<file path="src/hw/rid_pkg.sv">
// Package: register map, field positions, reset values and timing for the reference input divider
package rid_pkg;
  localparam int unsigned      DATA_W            = 32;
  localparam int unsigned      ADDR_W            = 8;
  localparam int unsigned      RATIO_W           = 20;
  localparam int unsigned      NUM_INPUTS        = 4;
  localparam logic [7:0]       CFG_OFFSET        = 8'h00;
  localparam logic [7:0]       STATUS_OFFSET     = 8'h10;
  localparam logic [7:0]       SELECT_OFFSET     = 8'h14;
  localparam int unsigned      RATIO_LSB         = 0;
  localparam int unsigned      BYPASS_BIT        = 20;
  localparam int unsigned      ENABLE_N_BIT      = 21;
  localparam int unsigned      SET_N_BIT         = 22;
  localparam int unsigned      PRIORITY_BIT      = 24;
  localparam logic [31:0]      CFG_WRITE_MASK    = 32'h017F_FFFF;
  localparam logic [31:0]      CFG_RESET         = 32'h0050_0000;
  localparam logic [19:0]      RATIO_MIN         = 20'h0_0002;
  localparam logic [19:0]      COUNT_START       = 20'h0_0001;
  localparam logic [1:0]       RESP_OKAY         = 2'h0;
  localparam logic [1:0]       RESP_SLVERR       = 2'h2;
  localparam int unsigned      SYNC_STAGES       = 2;
  typedef enum logic [1:0] {
    RID_DIV_HELD = 2'h0,
    RID_DIV_RUN  = 2'h1,
    RID_DIV_BYP  = 2'h3,
    RID_DIV_OFF  = 2'h2
  } rid_div_state_e;
endpackage : rid_pkg

</file>
<file path="src/hw/rid_cfg_if.sv">
// Interface: divider configuration carried from the register file to each divider
`timescale 1ns/1ps
`default_nettype none
interface rid_cfg_if;
  logic [19:0] ratio;
  logic        bypass;
  logic        enable_n;
  logic        set_n;
  modport src (output ratio, output bypass, output enable_n, output set_n);
  modport dst (input ratio, input bypass, input enable_n, input set_n);
endinterface : rid_cfg_if
`default_nettype wire

</file>
<file path="src/hw/rid_divider.sv">
// Module: one reference input divider sampled on the system clock
`timescale 1ns/1ps
`default_nettype none
module rid_divider
  import rid_pkg::*;
(
  input  wire logic       ref_clk,
  input  wire logic       rst_n,
  input  wire logic       ref_in,
  rid_cfg_if.dst          cfg,
  output logic            div_out,
  output logic            running
);
  logic [1:0]        sync;
  logic              ref_prev;
  logic [19:0]       count;
  rid_div_state_e    state;
  rid_div_state_e    next_state;
  wire               rise = sync[1] & ~ref_prev;
  wire [19:0]        half = {1'b0, cfg.ratio[19:1]};
  wire               wrap = (count >= cfg.ratio);

  // Running follows the registered state, so status and selection see one settled value
  assign running = (state == RID_DIV_RUN) || (state == RID_DIV_BYP);

  // Config is decoded to a state each cycle; held set takes priority
  always_comb begin
    if (!cfg.set_n) next_state = RID_DIV_HELD;
    else if (cfg.bypass) next_state = RID_DIV_BYP;
    else if (cfg.enable_n) next_state = RID_DIV_OFF;
    else next_state = RID_DIV_RUN;
  end

  always_ff @(posedge ref_clk or negedge rst_n) begin
    if (!rst_n) begin
      sync     <= 2'h0;
      ref_prev <= 1'b0;
      state    <= RID_DIV_HELD;
      count    <= COUNT_START;
      div_out  <= 1'b0;
    end else begin
      sync     <= {sync[0], ref_in};
      ref_prev <= sync[1];
      state    <= next_state;
      case (next_state)
        RID_DIV_HELD: begin
          count   <= COUNT_START;
          div_out <= 1'b0;
        end
        RID_DIV_BYP: begin
          count   <= COUNT_START;
          div_out <= sync[1];
        end
        RID_DIV_OFF: begin
          div_out <= 1'b0;
        end
        default: begin
          if (rise) begin
            count   <= wrap ? COUNT_START : count + 20'h0_0001;
            div_out <= wrap ? 1'b1 : (count < half) ? div_out : 1'b0;
          end
        end
      endcase
    end
  end
endmodule : rid_divider
`default_nettype wire

</file>
<file path="src/hw/rid_top.sv">
// Module: AXI4-Lite configured reference input dividers with priority selection
//
// Our own choices: the address map and the AXI4-Lite slave port.
`timescale 1ns/1ps
`default_nettype none
module rid_top
  import rid_pkg::*;
(
  input  wire logic                 ref_clk,
  input  wire logic                 rst_n,
  input  wire logic [3:0]           ref_in,
  output logic      [3:0]           div_clk_out,
  output logic      [1:0]           selected_input,
  output logic                      selected_valid,
  input  wire logic [7:0]           s_axi_awaddr,
  input  wire logic                 s_axi_awvalid,
  output logic                      s_axi_awready,
  input  wire logic [31:0]          s_axi_wdata,
  input  wire logic [3:0]           s_axi_wstrb,
  input  wire logic                 s_axi_wvalid,
  output logic                      s_axi_wready,
  output logic      [1:0]           s_axi_bresp,
  output logic                      s_axi_bvalid,
  input  wire logic                 s_axi_bready,
  input  wire logic [7:0]           s_axi_araddr,
  input  wire logic                 s_axi_arvalid,
  output logic                      s_axi_arready,
  output logic      [31:0]          s_axi_rdata,
  output logic      [1:0]           s_axi_rresp,
  output logic                      s_axi_rvalid,
  input  wire logic                 s_axi_rready
);
  import rid_pkg::*;

  logic [31:0]      cfg_reg [NUM_INPUTS];
  logic [3:0]       running;
  logic [3:0]       div_raw;
  logic             aw_held;
  logic             w_held;
  logic [7:0]       aw_addr;
  logic [31:0]      w_data;
  logic [3:0]       w_strb;

  // Decode of write address: one config word per input; status and select are not writable
  wire  [7:0]       wr_addr  = aw_addr;
  wire              wr_fire  = aw_held & w_held & ~s_axi_bvalid;
  wire              wr_cfg   = (wr_addr[7:4] == 4'h0) && (wr_addr[1:0] == 2'h0);
  wire  [1:0]       wr_idx   = wr_addr[3:2];
  wire  [31:0]      strb_mask = {{8{w_strb[3]}}, {8{w_strb[2]}}, {8{w_strb[1]}}, {8{w_strb[0]}}};
  wire  [31:0]      wr_mask  = strb_mask & CFG_WRITE_MASK;
  wire  [31:0]      wr_merged = (cfg_reg[wr_idx] & ~wr_mask) | (w_data & wr_mask);

  // Read decode
  wire  [7:0]       rd_addr  = s_axi_araddr;
  wire              rd_fire  = s_axi_arvalid & s_axi_arready;
  wire              rd_cfg   = (rd_addr[7:4] == 4'h0) && (rd_addr[1:0] == 2'h0);
  wire              rd_stat  = (rd_addr == STATUS_OFFSET);
  wire              rd_sel   = (rd_addr == SELECT_OFFSET);
  wire  [31:0]      rd_value;
  wire              rd_ok;
  assign rd_value = rd_cfg  ? cfg_reg[rd_addr[3:2]] :
                    rd_stat ? {28'h000_0000, running} :
                    rd_sel  ? {29'h0000_0000, selected_valid, selected_input} : 32'h0000_0000;
  assign rd_ok    = rd_cfg | rd_stat | rd_sel;

  // Priority selection among running inputs: priority bit clear first, then lowest index
  logic [1:0]       next_sel;
  logic             next_sel_valid;
  always_comb begin
    next_sel       = 2'h0;
    next_sel_valid = 1'b0;
    for (int i = NUM_INPUTS - 1; i >= 0; i--) begin
      if (running[i] && !cfg_reg[i][PRIORITY_BIT]) begin
        next_sel       = 2'(i);
        next_sel_valid = 1'b1;
      end
    end
    if (!next_sel_valid) begin
      for (int i = NUM_INPUTS - 1; i >= 0; i--) begin
        if (running[i] && cfg_reg[i][PRIORITY_BIT]) begin
          next_sel       = 2'(i);
          next_sel_valid = 1'b1;
        end
      end
    end
  end

  genvar g;
  generate
    for (g = 0; g < NUM_INPUTS; g++) begin : gen_div
      rid_cfg_if cfg_bus ();
      assign cfg_bus.ratio    = cfg_reg[g][RATIO_LSB +: RATIO_W];
      assign cfg_bus.bypass   = cfg_reg[g][BYPASS_BIT];
      assign cfg_bus.enable_n = cfg_reg[g][ENABLE_N_BIT];
      assign cfg_bus.set_n    = cfg_reg[g][SET_N_BIT];
      rid_divider u_div (
        .ref_clk (ref_clk),
        .rst_n   (rst_n),
        .ref_in  (ref_in[g]),
        .cfg     (cfg_bus.dst),
        .div_out (div_raw[g]),
        .running (running[g])
      );
    end
  endgenerate

  // Write channel: address and data taken in either order
  always_ff @(posedge ref_clk or negedge rst_n) begin
    if (!rst_n) begin
      aw_held <= 1'b0;
      aw_addr <= 8'h00;
    end else if (s_axi_awvalid && s_axi_awready) begin
      aw_held <= 1'b1;
      aw_addr <= s_axi_awaddr;
    end else if (wr_fire) begin
      aw_held <= 1'b0;
    end
  end

  always_ff @(posedge ref_clk or negedge rst_n) begin
    if (!rst_n) begin
      w_held <= 1'b0;
      w_data <= 32'h0000_0000;
      w_strb <= 4'h0;
    end else if (s_axi_wvalid && s_axi_wready) begin
      w_held <= 1'b1;
      w_data <= s_axi_wdata;
      w_strb <= s_axi_wstrb;
    end else if (wr_fire) begin
      w_held <= 1'b0;
    end
  end

  always_ff @(posedge ref_clk or negedge rst_n) begin
    if (!rst_n) begin
      s_axi_awready <= 1'b0;
      s_axi_wready  <= 1'b0;
    end else begin
      s_axi_awready <= ~aw_held & ~(s_axi_awvalid & s_axi_awready) & ~s_axi_bvalid;
      s_axi_wready  <= ~w_held & ~(s_axi_wvalid & s_axi_wready) & ~s_axi_bvalid;
    end
  end

  // Ratio below the minimum with bypass clear is software's fault; it is stored but flagged SLVERR
  always_ff @(posedge ref_clk or negedge rst_n) begin
    if (!rst_n) begin
      s_axi_bvalid <= 1'b0;
      s_axi_bresp  <= RESP_OKAY;
    end else if (wr_fire) begin
      s_axi_bvalid <= 1'b1;
      s_axi_bresp  <= (!wr_cfg) ? RESP_SLVERR :
                      (!wr_merged[BYPASS_BIT] && wr_merged[19:0] < RATIO_MIN) ? RESP_SLVERR : RESP_OKAY;
    end else if (s_axi_bready) begin
      s_axi_bvalid <= 1'b0;
    end
  end

  always_ff @(posedge ref_clk or negedge rst_n) begin
    if (!rst_n) begin
      for (int i = 0; i < NUM_INPUTS; i++) begin
        cfg_reg[i] <= CFG_RESET;
      end
    end else if (wr_fire && wr_cfg) begin
      cfg_reg[wr_idx] <= wr_merged;
    end
  end

  // Read channel: one read in flight
  always_ff @(posedge ref_clk or negedge rst_n) begin
    if (!rst_n) begin
      s_axi_arready <= 1'b0;
      s_axi_rvalid  <= 1'b0;
      s_axi_rdata   <= 32'h0000_0000;
      s_axi_rresp   <= RESP_OKAY;
    end else begin
      s_axi_arready <= ~s_axi_rvalid & ~rd_fire;
      if (rd_fire) begin
        s_axi_rvalid <= 1'b1;
        s_axi_rdata  <= rd_value;
        s_axi_rresp  <= rd_ok ? RESP_OKAY : RESP_SLVERR;
      end else if (s_axi_rready) begin
        s_axi_rvalid <= 1'b0;
      end
    end
  end

  always_ff @(posedge ref_clk or negedge rst_n) begin
    if (!rst_n) begin
      div_clk_out    <= 4'h0;
      selected_input <= 2'h0;
      selected_valid <= 1'b0;
    end else begin
      div_clk_out    <= div_raw;
      selected_input <= next_sel;
      selected_valid <= next_sel_valid;
    end
  end
endmodule : rid_top
`default_nettype wire

</file>
<file path="config.mk">
export PLATFORM = sky130hd
export DESIGN_NAME = rid_top
export DESIGN_NICKNAME = d
export VERILOG_FILES = /design/src/hw/rid_pkg.sv /design/src/hw/rid_cfg_if.sv /design/src/hw/rid_divider.sv /design/src/hw/rid_top.sv
export SDC_FILE = /design/constraint.sdc
export NUM_CORES = 1
export LEC_CHECK = 0
export ABC_AREA = 0
export BUFFER_PORTS_ARGS = -buffer_cell sky130_fd_sc_hd__clkbuf_2
export CORE_UTILIZATION = 60
export DETAILED_ROUTE_END_ITERATION = 8
export PLACE_DENSITY_LB_ADDON = 0.05
export SYNTH_ARGS = -nofsm -noshare
export SYNTH_HDL_FRONTEND = slang
export SYNTH_SLANG_ARGS = --single-unit
</file>
<file path="constraint.sdc">
create_clock -name ref_clk -period 3.02 [get_ports ref_clk]
set_clock_uncertainty 0.2 [all_clocks]
set_input_delay 0.755 -clock ref_clk [delete_from_list [all_inputs] [get_ports ref_clk]]
set_output_delay 0.755 -clock ref_clk [all_outputs]
set_load 0.01 [all_outputs]
</file>
* Yosys cells after proc, flatten, opt, wreduce, memory -nomap -nowiden *
Cells that the tools add are included.

cells by class
  add/subtract/negate cells = 4
  $lt $le $gt $ge = 12
  equality and inequality tests = 22
  mux-type cells = 80
  bitwise logic cells = 37
  reduce and logical (&&, ||, !) cells = 60

operator list
  cell                                                                     number
  32-bit two-way mux                                                       6
  20-bit two-way mux                                                       8
  20-bit one-hot mux with 2 select lines                                   4
  32-bit binary-select mux with 2-bit select                               2
  128-bit bitwise mux                                                      1
  20-bit by 1-bit adder with 20-bit output, second input constant          4
  20-bit greater-or-equal comparator                                       4
  20-bit by 19-bit < comparator with 1-bit output                          4
  32-bit demux with 2-bit select                                           1
  2-bit two-way mux                                                        24
  32-bit by 25-bit bitwise AND with 32-bit output                          1
  32-bit bitwise AND                                                       1
  25-bit inverter with 32-bit output                                       1
  32-bit bitwise OR                                                        1
  1-bit two-way mux                                                        28
  2-bit == test, second input constant                                     12
  20-bit by 2-bit < comparator with 1-bit output, second input constant    1
  8-bit by 5-bit == test with 1-bit output, second input constant          2
  4-bit by 3-bit inequality test with 1-bit output, second input constant  4
  2-bit AND reduction                                                      8
  2-bit nonzero test                                                       8
  2-bit OR reduction                                                       8
  1-bit logical AND                                                        15
  1-bit inverter                                                           15
  other kinds (14)                                                         52

word-level totals
  register bits = 326
  bits of input ports = 63
  output and inout port bits = 48
  logic and storage cells = 255

* Logic depth before layout (Yosys ltp) *
Gate-level depths: netlist of run 1.

  word-level depth = 12
  depth in mapped cells = 11
  mapped depth without buffers = 9

* Modules after synthesis *
From an unflattened synthesis of run 1, not the netlist that was laid out.

second synthesis, totals
  cells, all modules = 1815
  area, all modules = 18442.7 um^2

modules (own cells, without submodules)
  module       times used  cells each  area an instance (um^2)  sequential area each (um^2)
  rid_top      1           779         9559.2                   5315.1
  rid_divider  4           259         2220.9                   626.9

* Worst setup path before layout of run 1 *
Ideal clock, no wire load.

  kind = register to register
  start = reg cfg_reg[109] in the netlist's numbering
  end = reg gen_div[0].u_div.count[17]
  arrival = 2.412 ns
  data required time = 2.741 ns
  slack = 0.328 ns
  stages on the path, launching flop included = 11
  period minus slack after synthesis = 2.692 ns
  cells stage by stage = dfrtp_1 inv_1 ha_1 a21o_1 a221o_1 a21oi_2 o211ai_4 or3_1 buf_6 or3_1 mux2i_1

on the way
  longest elaborated chain between the ends = 4

ends and longest elaborated chain
  element                                 RTL line           text
  from (decl)                             rid_top.sv:35      logic [31:0] cfg_reg [NUM_INPUTS];
  from (signal, indexed assignment)       rid_top.sv:164     cfg_reg[wr_idx] <= wr_merged;
  20-bit greater-or-equal comparator      rid_divider.sv:21  wire wrap = (count >= cfg.ratio);
  20-bit two-way mux                      rid_divider.sv:59  count <= wrap ? COUNT_START : count + 20'h0_0001;
  20-bit two-way mux                      rid_divider.sv:58  if (rise) begin
  20-bit one-hot mux with 2 select lines  rid_divider.sv:45  case (next_state)
  to (signal assigned)                    rid_divider.sv:59
  to (decl)                               rid_divider.sv:16  logic [19:0] count;

Every way passes these cells. The select of a mux whose other input is x is not followed.
A chain may end at the register's enable or synchronous reset.

* Worst setup path in the final report of run 1 *
  start = reg cfg_reg[2] in the netlist's numbering
  end = reg gen_div[3].u_div.count[5]

on the way
  longest elaborated chain between the ends = 4

ends and longest elaborated chain
  element                                 RTL line
  20-bit greater-or-equal comparator      rid_divider.sv:21
  20-bit two-way mux                      rid_divider.sv:59
  20-bit two-way mux                      rid_divider.sv:58
  20-bit one-hot mux with 2 select lines  rid_divider.sv:45
  to (signal assigned)                    rid_divider.sv:59
  to (decl)                               rid_divider.sv:16

Every way passes these cells. The select of a mux whose other input is x is not followed.

==> impl_metrics.env, run 1 <==
export IMPL_outcome="finished, final reports clean"
export IMPL_synth_seq_cells=312
export IMPL_ios=111
export IMPL_async_flop_share_pct=100
export IMPL_rsz0062_at_grt="no"
export IMPL_hold_viol=0
export IMPL_fill_cells=2227
export IMPL_cts_tree="yes"
export IMPL_io_buffer_count=100
export IMPL_clock_root_buffer="clkbuf_16"
export IMPL_dpl_instance_area_mm2=0.0194
export IMPL_setup_viol=0
export IMPL_intPower_mw=10.3
export IMPL_dp_worst_setup_slack_ns=0.0882
export IMPL_htree_num_levels=2
export IMPL_setup_tns_ns=0
export IMPL_p_clk_share_pct=30.9
export IMPL_power_frac_seq_pct=36.0
export IMPL_nNetsFinal=2151
export IMPL_maxSlewViolCount=0
export IMPL_post_drt_wl_per_cell_um=20.6
export IMPL_drc=0
export IMPL_grt_use_met1_pct=45.5
export IMPL_antenna_found_initial=0
export IMPL_ys_warn_count=0
export IMPL_cts_buffers=36
export IMPL_crit_required_ns=3.26
export IMPL_yosysSeqAreaShare_pct=43.4
export IMPL_dr_pass1_iters=6
export IMPL_worstMarginPinSlew_ns=0.866
export IMPL_num_rows=63
export IMPL_cts_clk_slew_worst_paths_ns=0.06
export IMPL_grt_pass1_wl_um=78000
export IMPL_grt_overflow=0
export IMPL_synth_area_leaders="dfrtp_1 (42%), ha_1 (11%), mux4_2 (7.0%)"
export IMPL_syn_area_mm2=0.0180
export IMPL_cts_path_max_buffers=3
export IMPL_startpoint_type="flip-flop"
export IMPL_busiest_layer="met2"
export IMPL_grt_pass1_vias=14390
export IMPL_pwr_share_comb_pct=33.1
export IMPL_finalWorstSetupSlack_ns=0.109
export IMPL_fin_crit_ns=2.91
export IMPL_dieArea_mm2=0.0307
export IMPL_antennaDiodeCount=0
export IMPL_switching_share_pct=35.0
export IMPL_drt_total_wl_um=48400
export IMPL_finish_utilization_pct=70.3
export IMPL_area_growth_pct=15.3
export IMPL_synth_top_area_cell="dfrtp_1"
export IMPL_cp_end_kind="flip-flop"
export IMPL_drt_iter0_markers=1276
export IMPL_p_leak_nw=9.71
export IMPL_arrival_ns=3.15
export IMPL_timing_final_crit_share_pct=96.4
export IMPL_clk_latency_ns=0.53
export IMPL_hold_class="input pin to flip-flop"
export IMPL_grt_total_usage_pct=32.4
export IMPL_core_area_mm2=0.0296
export IMPL_largest_reg_flops=128
export IMPL_ant_nets=0
export IMPL_globalRouteMet3Util_pct=5.52
export IMPL_start_util_pct=61.0
export IMPL_route_vias_total=14618
export IMPL_switchingPower_mw=5.53
export IMPL_path_class="flip-flop to flip-flop"
export IMPL_grt_util_met2_pct=50.5
export IMPL_p_per_area_mw_per_mm2=760
export IMPL_clock_sinks=312
export IMPL_fp_dieH_um=175
export IMPL_grt_max_degree=84
export IMPL_holdWs_ns=0.135
export IMPL_place_congestion=0.906
export IMPL_via_per_inst=6.23
export IMPL_synth_top_area_share_pct=41.6
export IMPL_syn_inst=1802
export IMPL_synth_flop_cell="dfrtp_1"
export IMPL_synth_edf_count=0
export IMPL_syn_avg_cell_area_um2=10.0
export IMPL_max_freq_ghz=0.344
export IMPL_fin_area_mm2=0.0208
export IMPL_cap_violations=0
export IMPL_relSlewSlack_pct=42.0
export IMPL_ir_drop_mv=0.473
export IMPL_drive_above_1_share_pct=20.8
export IMPL_dieWidth_um=175
export IMPL_dpl_hpwl_um=35800
export IMPL_crit_fanout=12
export IMPL_ys_types=68
[power by group through the flow]
stage	combinational [mW]	clock (mW)	sequential [mW]
global route	5.69	5.09	5.75
global placement	5.01	0	5.69
detailed placement	5.12	0	5.72
floorplan	3.54	0	5.35
CTS	5.18	4.94	5.65
finish	5.23	4.89	5.68
[layout by cell type, fill, tap and decap left out, types with 18 or more instances in the layout]
cell type,synthesis,routed
mux2i_1,20,20
buf_4,2,88
a31oi_1,18,18
nand4_1,25,25
clkbuf_2,0,99
dfrtp_1,300,298
ha_1,156,156
nand2_1,213,211
clkbuf_16,0,38
nor3_1,31,29
inv_1,104,104
o21ai_0,137,137
a21oi_1,118,117
a21o_1,34,34
mux2_2,61,61
nand3_1,74,74
mux4_2,56,56
and3_1,21,21
nor2_1,107,106
[critical path, stage by stage, from the launching register on]
cell	delay (ns)
dfrtp_1	0.43
inv_1	0.12
ha_1	0.32
a211oi_1	0.22
o21ai_0	0.14
a21oi_1	0.24
o21ai_2	0.16
or4_4	0.54
or3_1	0.38
o21ai_0	0.08
[cell families (layout without fill, tap and decap cells)]
family / Yosys count / after routing / share of synthesized area, %
flops: 312 / 312 / 43.4
mux: 137 / 137 / 11.9
xor+xnor: 8 / 8 / 0.389
buf+inv: 209 / 364 / 4.59
simple gates: 561 / 561 / 14.6
other cells: 1 / 2 / 0.0208
fa+ha+maj: 156 / 156 / 10.8
compound gates: 418 / 418 / 14.3
[cell usage after synthesis, types with 6 or more instances]
| library cell | instances |
|---|---|
| nand3_1 | 74 |
| a31oi_1 | 18 |
| a21oi_1 | 118 |
| buf_2 | 10 |
| o22ai_1 | 7 |
| a21o_1 | 34 |
| and4_1 | 8 |
| nand2b_1 | 15 |
| and2_1 | 9 |
| nand2_1 | 213 |
| o31ai_1 | 11 |
| clkbuf_1 | 82 |
| nor2b_1 | 14 |
| mux4_2 | 56 |
| nand4_1 | 25 |
| dfstp_2 | 12 |
| ha_1 | 156 |
| xor2_1 | 6 |
| or3_1 | 7 |
| inv_1 | 104 |
| nor3_1 | 31 |
| nor4_1 | 15 |
| dfrtp_1 | 300 |
| nor2_1 | 107 |
| a211oi_1 | 17 |
| and3_1 | 21 |
| a22o_1 | 14 |
| mux2i_1 | 20 |
| o21ai_0 | 137 |
| buf_1 | 8 |
| mux2_2 | 61 |
| o311ai_0 | 18 |
[stage by stage]
stage	power, mW	instances
CTS	15.8	2346
finish	15.8	2348
global route	16.5	2348
detailed placement	10.8	2281
floorplan	8.89	1803
global placement	10.7	2281
[cell type report]
type                            count  area (µm²)  area share, %
Clock buffer                       50        1090           5.23
Clock inverter                     14         259           1.25
Inverter                          104         390           1.88
Multi-Input combinational cell   1282        9410           45.3
Sequential cell                   312        7830           37.6
Tap cell                          390         488           2.35
Timing Repair Buffer              196        1320           6.36
[per-layer routing]
| layer | wire, µm | share of wire [%] |
|---|---|---|
| met2 | 22200 | 46 |
| met4 | 1770 | 3.7 |
| met3 | 3070 | 6.4 |
| met1 | 21300 | 44 |
| met5 | 0 | 0 |
[timing repair]
action	4_1_cts	5_1_grt
resized for setup	0	5
hold endpoints to repair	34	0
hold buffers	1	0
setup buffers	0	2
setup endpoints to repair	0	25
[final timing paths]
path | slack (ns) | cells past startpoint | end | from
min reg2reg | 0.14 | 0 | gen_div[3].u_div.sync[1]$_DFF_PN0_ | gen_div[3].u_div.sync[0]$_DFF_PN0_
max in group asynchronous | 1.32 | 3 | cfg_reg[111]$_DFFE_PN0P_ | rst_n
max | 0.11 | 9 | gen_div[3].u_div.count[5]$_DFFE_PN0P_ | cfg_reg[2]$_DFFE_PN0P_
min | 0.14 | 1 | gen_div[3].u_div.sync[0]$_DFF_PN0_ | ref_in[3]
max reg2reg | 0.11 | 9 | gen_div[3].u_div.count[5]$_DFFE_PN0P_ | cfg_reg[2]$_DFFE_PN0P_
min in group asynchronous | 0.50 | 2 | s_axi_rdata[30]$_DFFE_PN0P_ | rst_n
No activity file was read; power rests on OpenSTA's default activity.
==> run 2: changes to the inputs <==
Settings changed: CELL_PAD_IN_SITES_DETAIL_PLACEMENT set to 0, CELL_PAD_IN_SITES_GLOBAL_PLACEMENT set to 1, CORE_UTILIZATION 60 to 49.
==> impl_metrics.env, run 2 (synthesis gave the netlist of run 1 again) <==
export IMPL_startpoint_type="flip-flop"
export IMPL_fp_dieH_um=194
export IMPL_grt_pass1_wl_um=82100
export IMPL_via_per_inst=5.90
export IMPL_rrSetupSlack_ns=0.10
export IMPL_timing_rr_end="gen_div[0].u_div.count[4]$_DFFE_PN0P_"
export IMPL_cts_buffers=38
export IMPL_cts_path_max_buffers=3
export IMPL_dieArea_mm2=0.0376
export IMPL_clk_latency_ns=0.55
export IMPL_dieWidth_um=194
export IMPL_fill_cells=3193
export IMPL_finish_utilization_pct=58.0
export IMPL_mostFrequentLayoutCells="dfrtp_1 (299), nand2_1 (211), ha_1 (155)"
export IMPL_worstReg2RegStart="cfg_reg[109]$_DFFE_PN0P_"
export IMPL_worstMarginPinSlew_ns=1.17
export IMPL_rsz0062_at_grt="no"
export IMPL_fin_crit_ns=2.92
export IMPL_ios=111
export IMPL_antennaDiodeCount=0
export IMPL_drc=0
export IMPL_path_cells="inv_1, ha_1, a21o_1, a221o_1, a21oi_2, o211ai_4, or3_1, buf_4, nor4_1, a21o_1"
export IMPL_cp_end_kind="flip-flop"
export IMPL_grt_max_degree=81
export IMPL_cts_clk_slew_worst_paths_ns=0.06
export IMPL_drt_iter0_markers=796
export IMPL_ant_nets=0
export IMPL_nNetsFinal=2158
export IMPL_reg2reg_depth=10
export IMPL_clock_sinks=312
export IMPL_post_drt_wl_per_cell_um=21.1
export IMPL_p_leak_nw=9.71
export IMPL_crit_path_top_delay_cell="or3_1"
export IMPL_outcome="finished with violations"
export IMPL_cts_tree="yes"
export IMPL_relSlewSlack_pct=22.0
export IMPL_fin_area_mm2=0.0208
export IMPL_crit_fanout=7
export IMPL_cpLargestDelayFamily="compound AO/OA/AOI/OAI gates"
export IMPL_cap_violations=0
export IMPL_mostFrequentLayoutCell="dfrtp_1"
export IMPL_dpl_instance_area_mm2=0.0196
export IMPL_route_vias_total=14303
export IMPL_clock_root_buffer="clkbuf_16"
export IMPL_ir_drop_mv=0.412
export IMPL_dr_pass1_iters=5
export IMPL_grt_overflow=0
export IMPL_timing_final_crit_share_pct=96.7
export IMPL_htree_num_levels=2
export IMPL_area_growth_pct=15.5
export IMPL_critPathBufInv=2
export IMPL_arrival_ns=3.21
export IMPL_finalWorstSetupSlack_ns=0.100
export IMPL_setup_viol=0
export IMPL_num_rows=69
export IMPL_multi_input_area_mm2=0.00943
export IMPL_largest_reg_flops=128
export IMPL_dp_worst_setup_slack_ns=-0.0482
export IMPL_violations="negative hold slack"
export IMPL_slowest_delay_ns=0.47
export IMPL_io_buffer_count=100
export IMPL_regArea_mm2=0.00782
export IMPL_holdWs_ns=-0.00623
export IMPL_place_congestion=0.923
export IMPL_crit_required_ns=3.31
export IMPL_path_class="flip-flop to flip-flop"
export IMPL_max_freq_ghz=0.342
export IMPL_grt_total_usage_pct=28.1
export IMPL_cpMostUsedCell="a21o_1"
export IMPL_grt_pass1_vias=14343
export IMPL_finalPower_mw=15.5
export IMPL_start_util_pct=50.2
export IMPL_core_area_mm2=0.0359
export IMPL_hold_class="input pin to asynchronous set/reset pin"
export IMPL_antenna_found_initial=0
export IMPL_maxSlewViolCount=0
export IMPL_drive_above_1_share_pct=20.6
export IMPL_dpl_hpwl_um=38600
export IMPL_drt_total_wl_um=51100
export IMPL_p_per_area_mw_per_mm2=745
export IMPL_hold_viol=2
run 2: cell count changes in the layout (fill, tap and decap cells not counted), sizes merged:
cell,previous run,this run
buf,96,102
bufinv,7,2
clkbuf,149,158
clkinv,6,2
dlygate4sd3,1,0
run 2: metal layers:
layer  global-route usage [%]  vias up  part of all wire [%]
met1                     40.7     7091                    47
li1                         -     6825                     -
met4                     6.70        0                   1.7
met3                     3.04       53                   3.8
met5                        0        -                     0
met2                     45.2      334                    47
run 2: worst max path at each step:
stage / startpoint / end / slack (ns) / cells past startpoint
2_1_floorplan: cfg_reg[109]$_DFFE_PN0P_ / gen_div[0].u_div.count[17]$_DFFE_PN0P_ / 0.33 / 10
3_3_place_gp: cfg_reg[18]$_DFFE_PN0P_ / gen_div[3].u_div.count[7]$_DFFE_PN0P_ / 0.14 / 9
3_5_place_dp: cfg_reg[82]$_DFFE_PN0P_ / gen_div[1].u_div.count[7]$_DFFE_PN0P_ / -0.05 / 9
4_1_cts: cfg_reg[18]$_DFFE_PN0P_ / gen_div[3].u_div.count[5]$_DFFE_PN0P_ / 0.11 / 9
5_1_grt: cfg_reg[82]$_DFFE_PN0P_ / gen_div[1].u_div.count[6]$_DFFE_PN0P_ / 0.01 / 10
6_report: cfg_reg[109]$_DFFE_PN0P_ / gen_div[0].u_div.count[4]$_DFFE_PN0P_ / 0.10 / 10
run 2: through the flow:
step | std cells | hold WS (ns) | TNS [ns]
floorplan | 1803 | 0.131 | 0
global placement | 2359 | 0.133 | 0
detailed placement | 2359 | 0.136 | -0.0548
CTS | 2423 | 0.0133 | 0
global route | 2424 | 0.0394 | 0
finish | 2424 | -0.00623 | 0
run 2: final cells by class:
type	count	area share (%)
multi-input cells	1282	45.3
flip-flops and latches	312	37.6
repair buffers	201	6.57
clock buffers	59	5.59
well taps	461	2.77
inverters	104	1.87
clock inverters	5	0.372
run 2: worst reg2reg max path: cells and delay by family (launching register included):
family | cells | cell delay [ns]
adder cells (fa/ha/maj) | 1 | 0.33
AND/OR/NAND/NOR | 2 | 0.71
AO/OA/AOI/OAI | 5 | 0.97
flip-flops | 1 | 0.37
buffers and inverters | 2 | 0.28
run 2: power breakdown:
part / switching (mW) / internal [mW]
clock: 1.77 / 2.80
sequential: 0.834 / 4.85
combinational: 2.92 / 2.34
run 2: timing repair:
| action | CTS | global route |
|---|---|---|
| hold buffers | 0 | 0 |
| gates resized for setup | 2 | 12 |
| pin swaps | 0 | 2 |
| setup buffers | 0 | 1 |
| hold endpoints to repair | 0 | 0 |
| setup endpoints to repair | 3 | 20 |
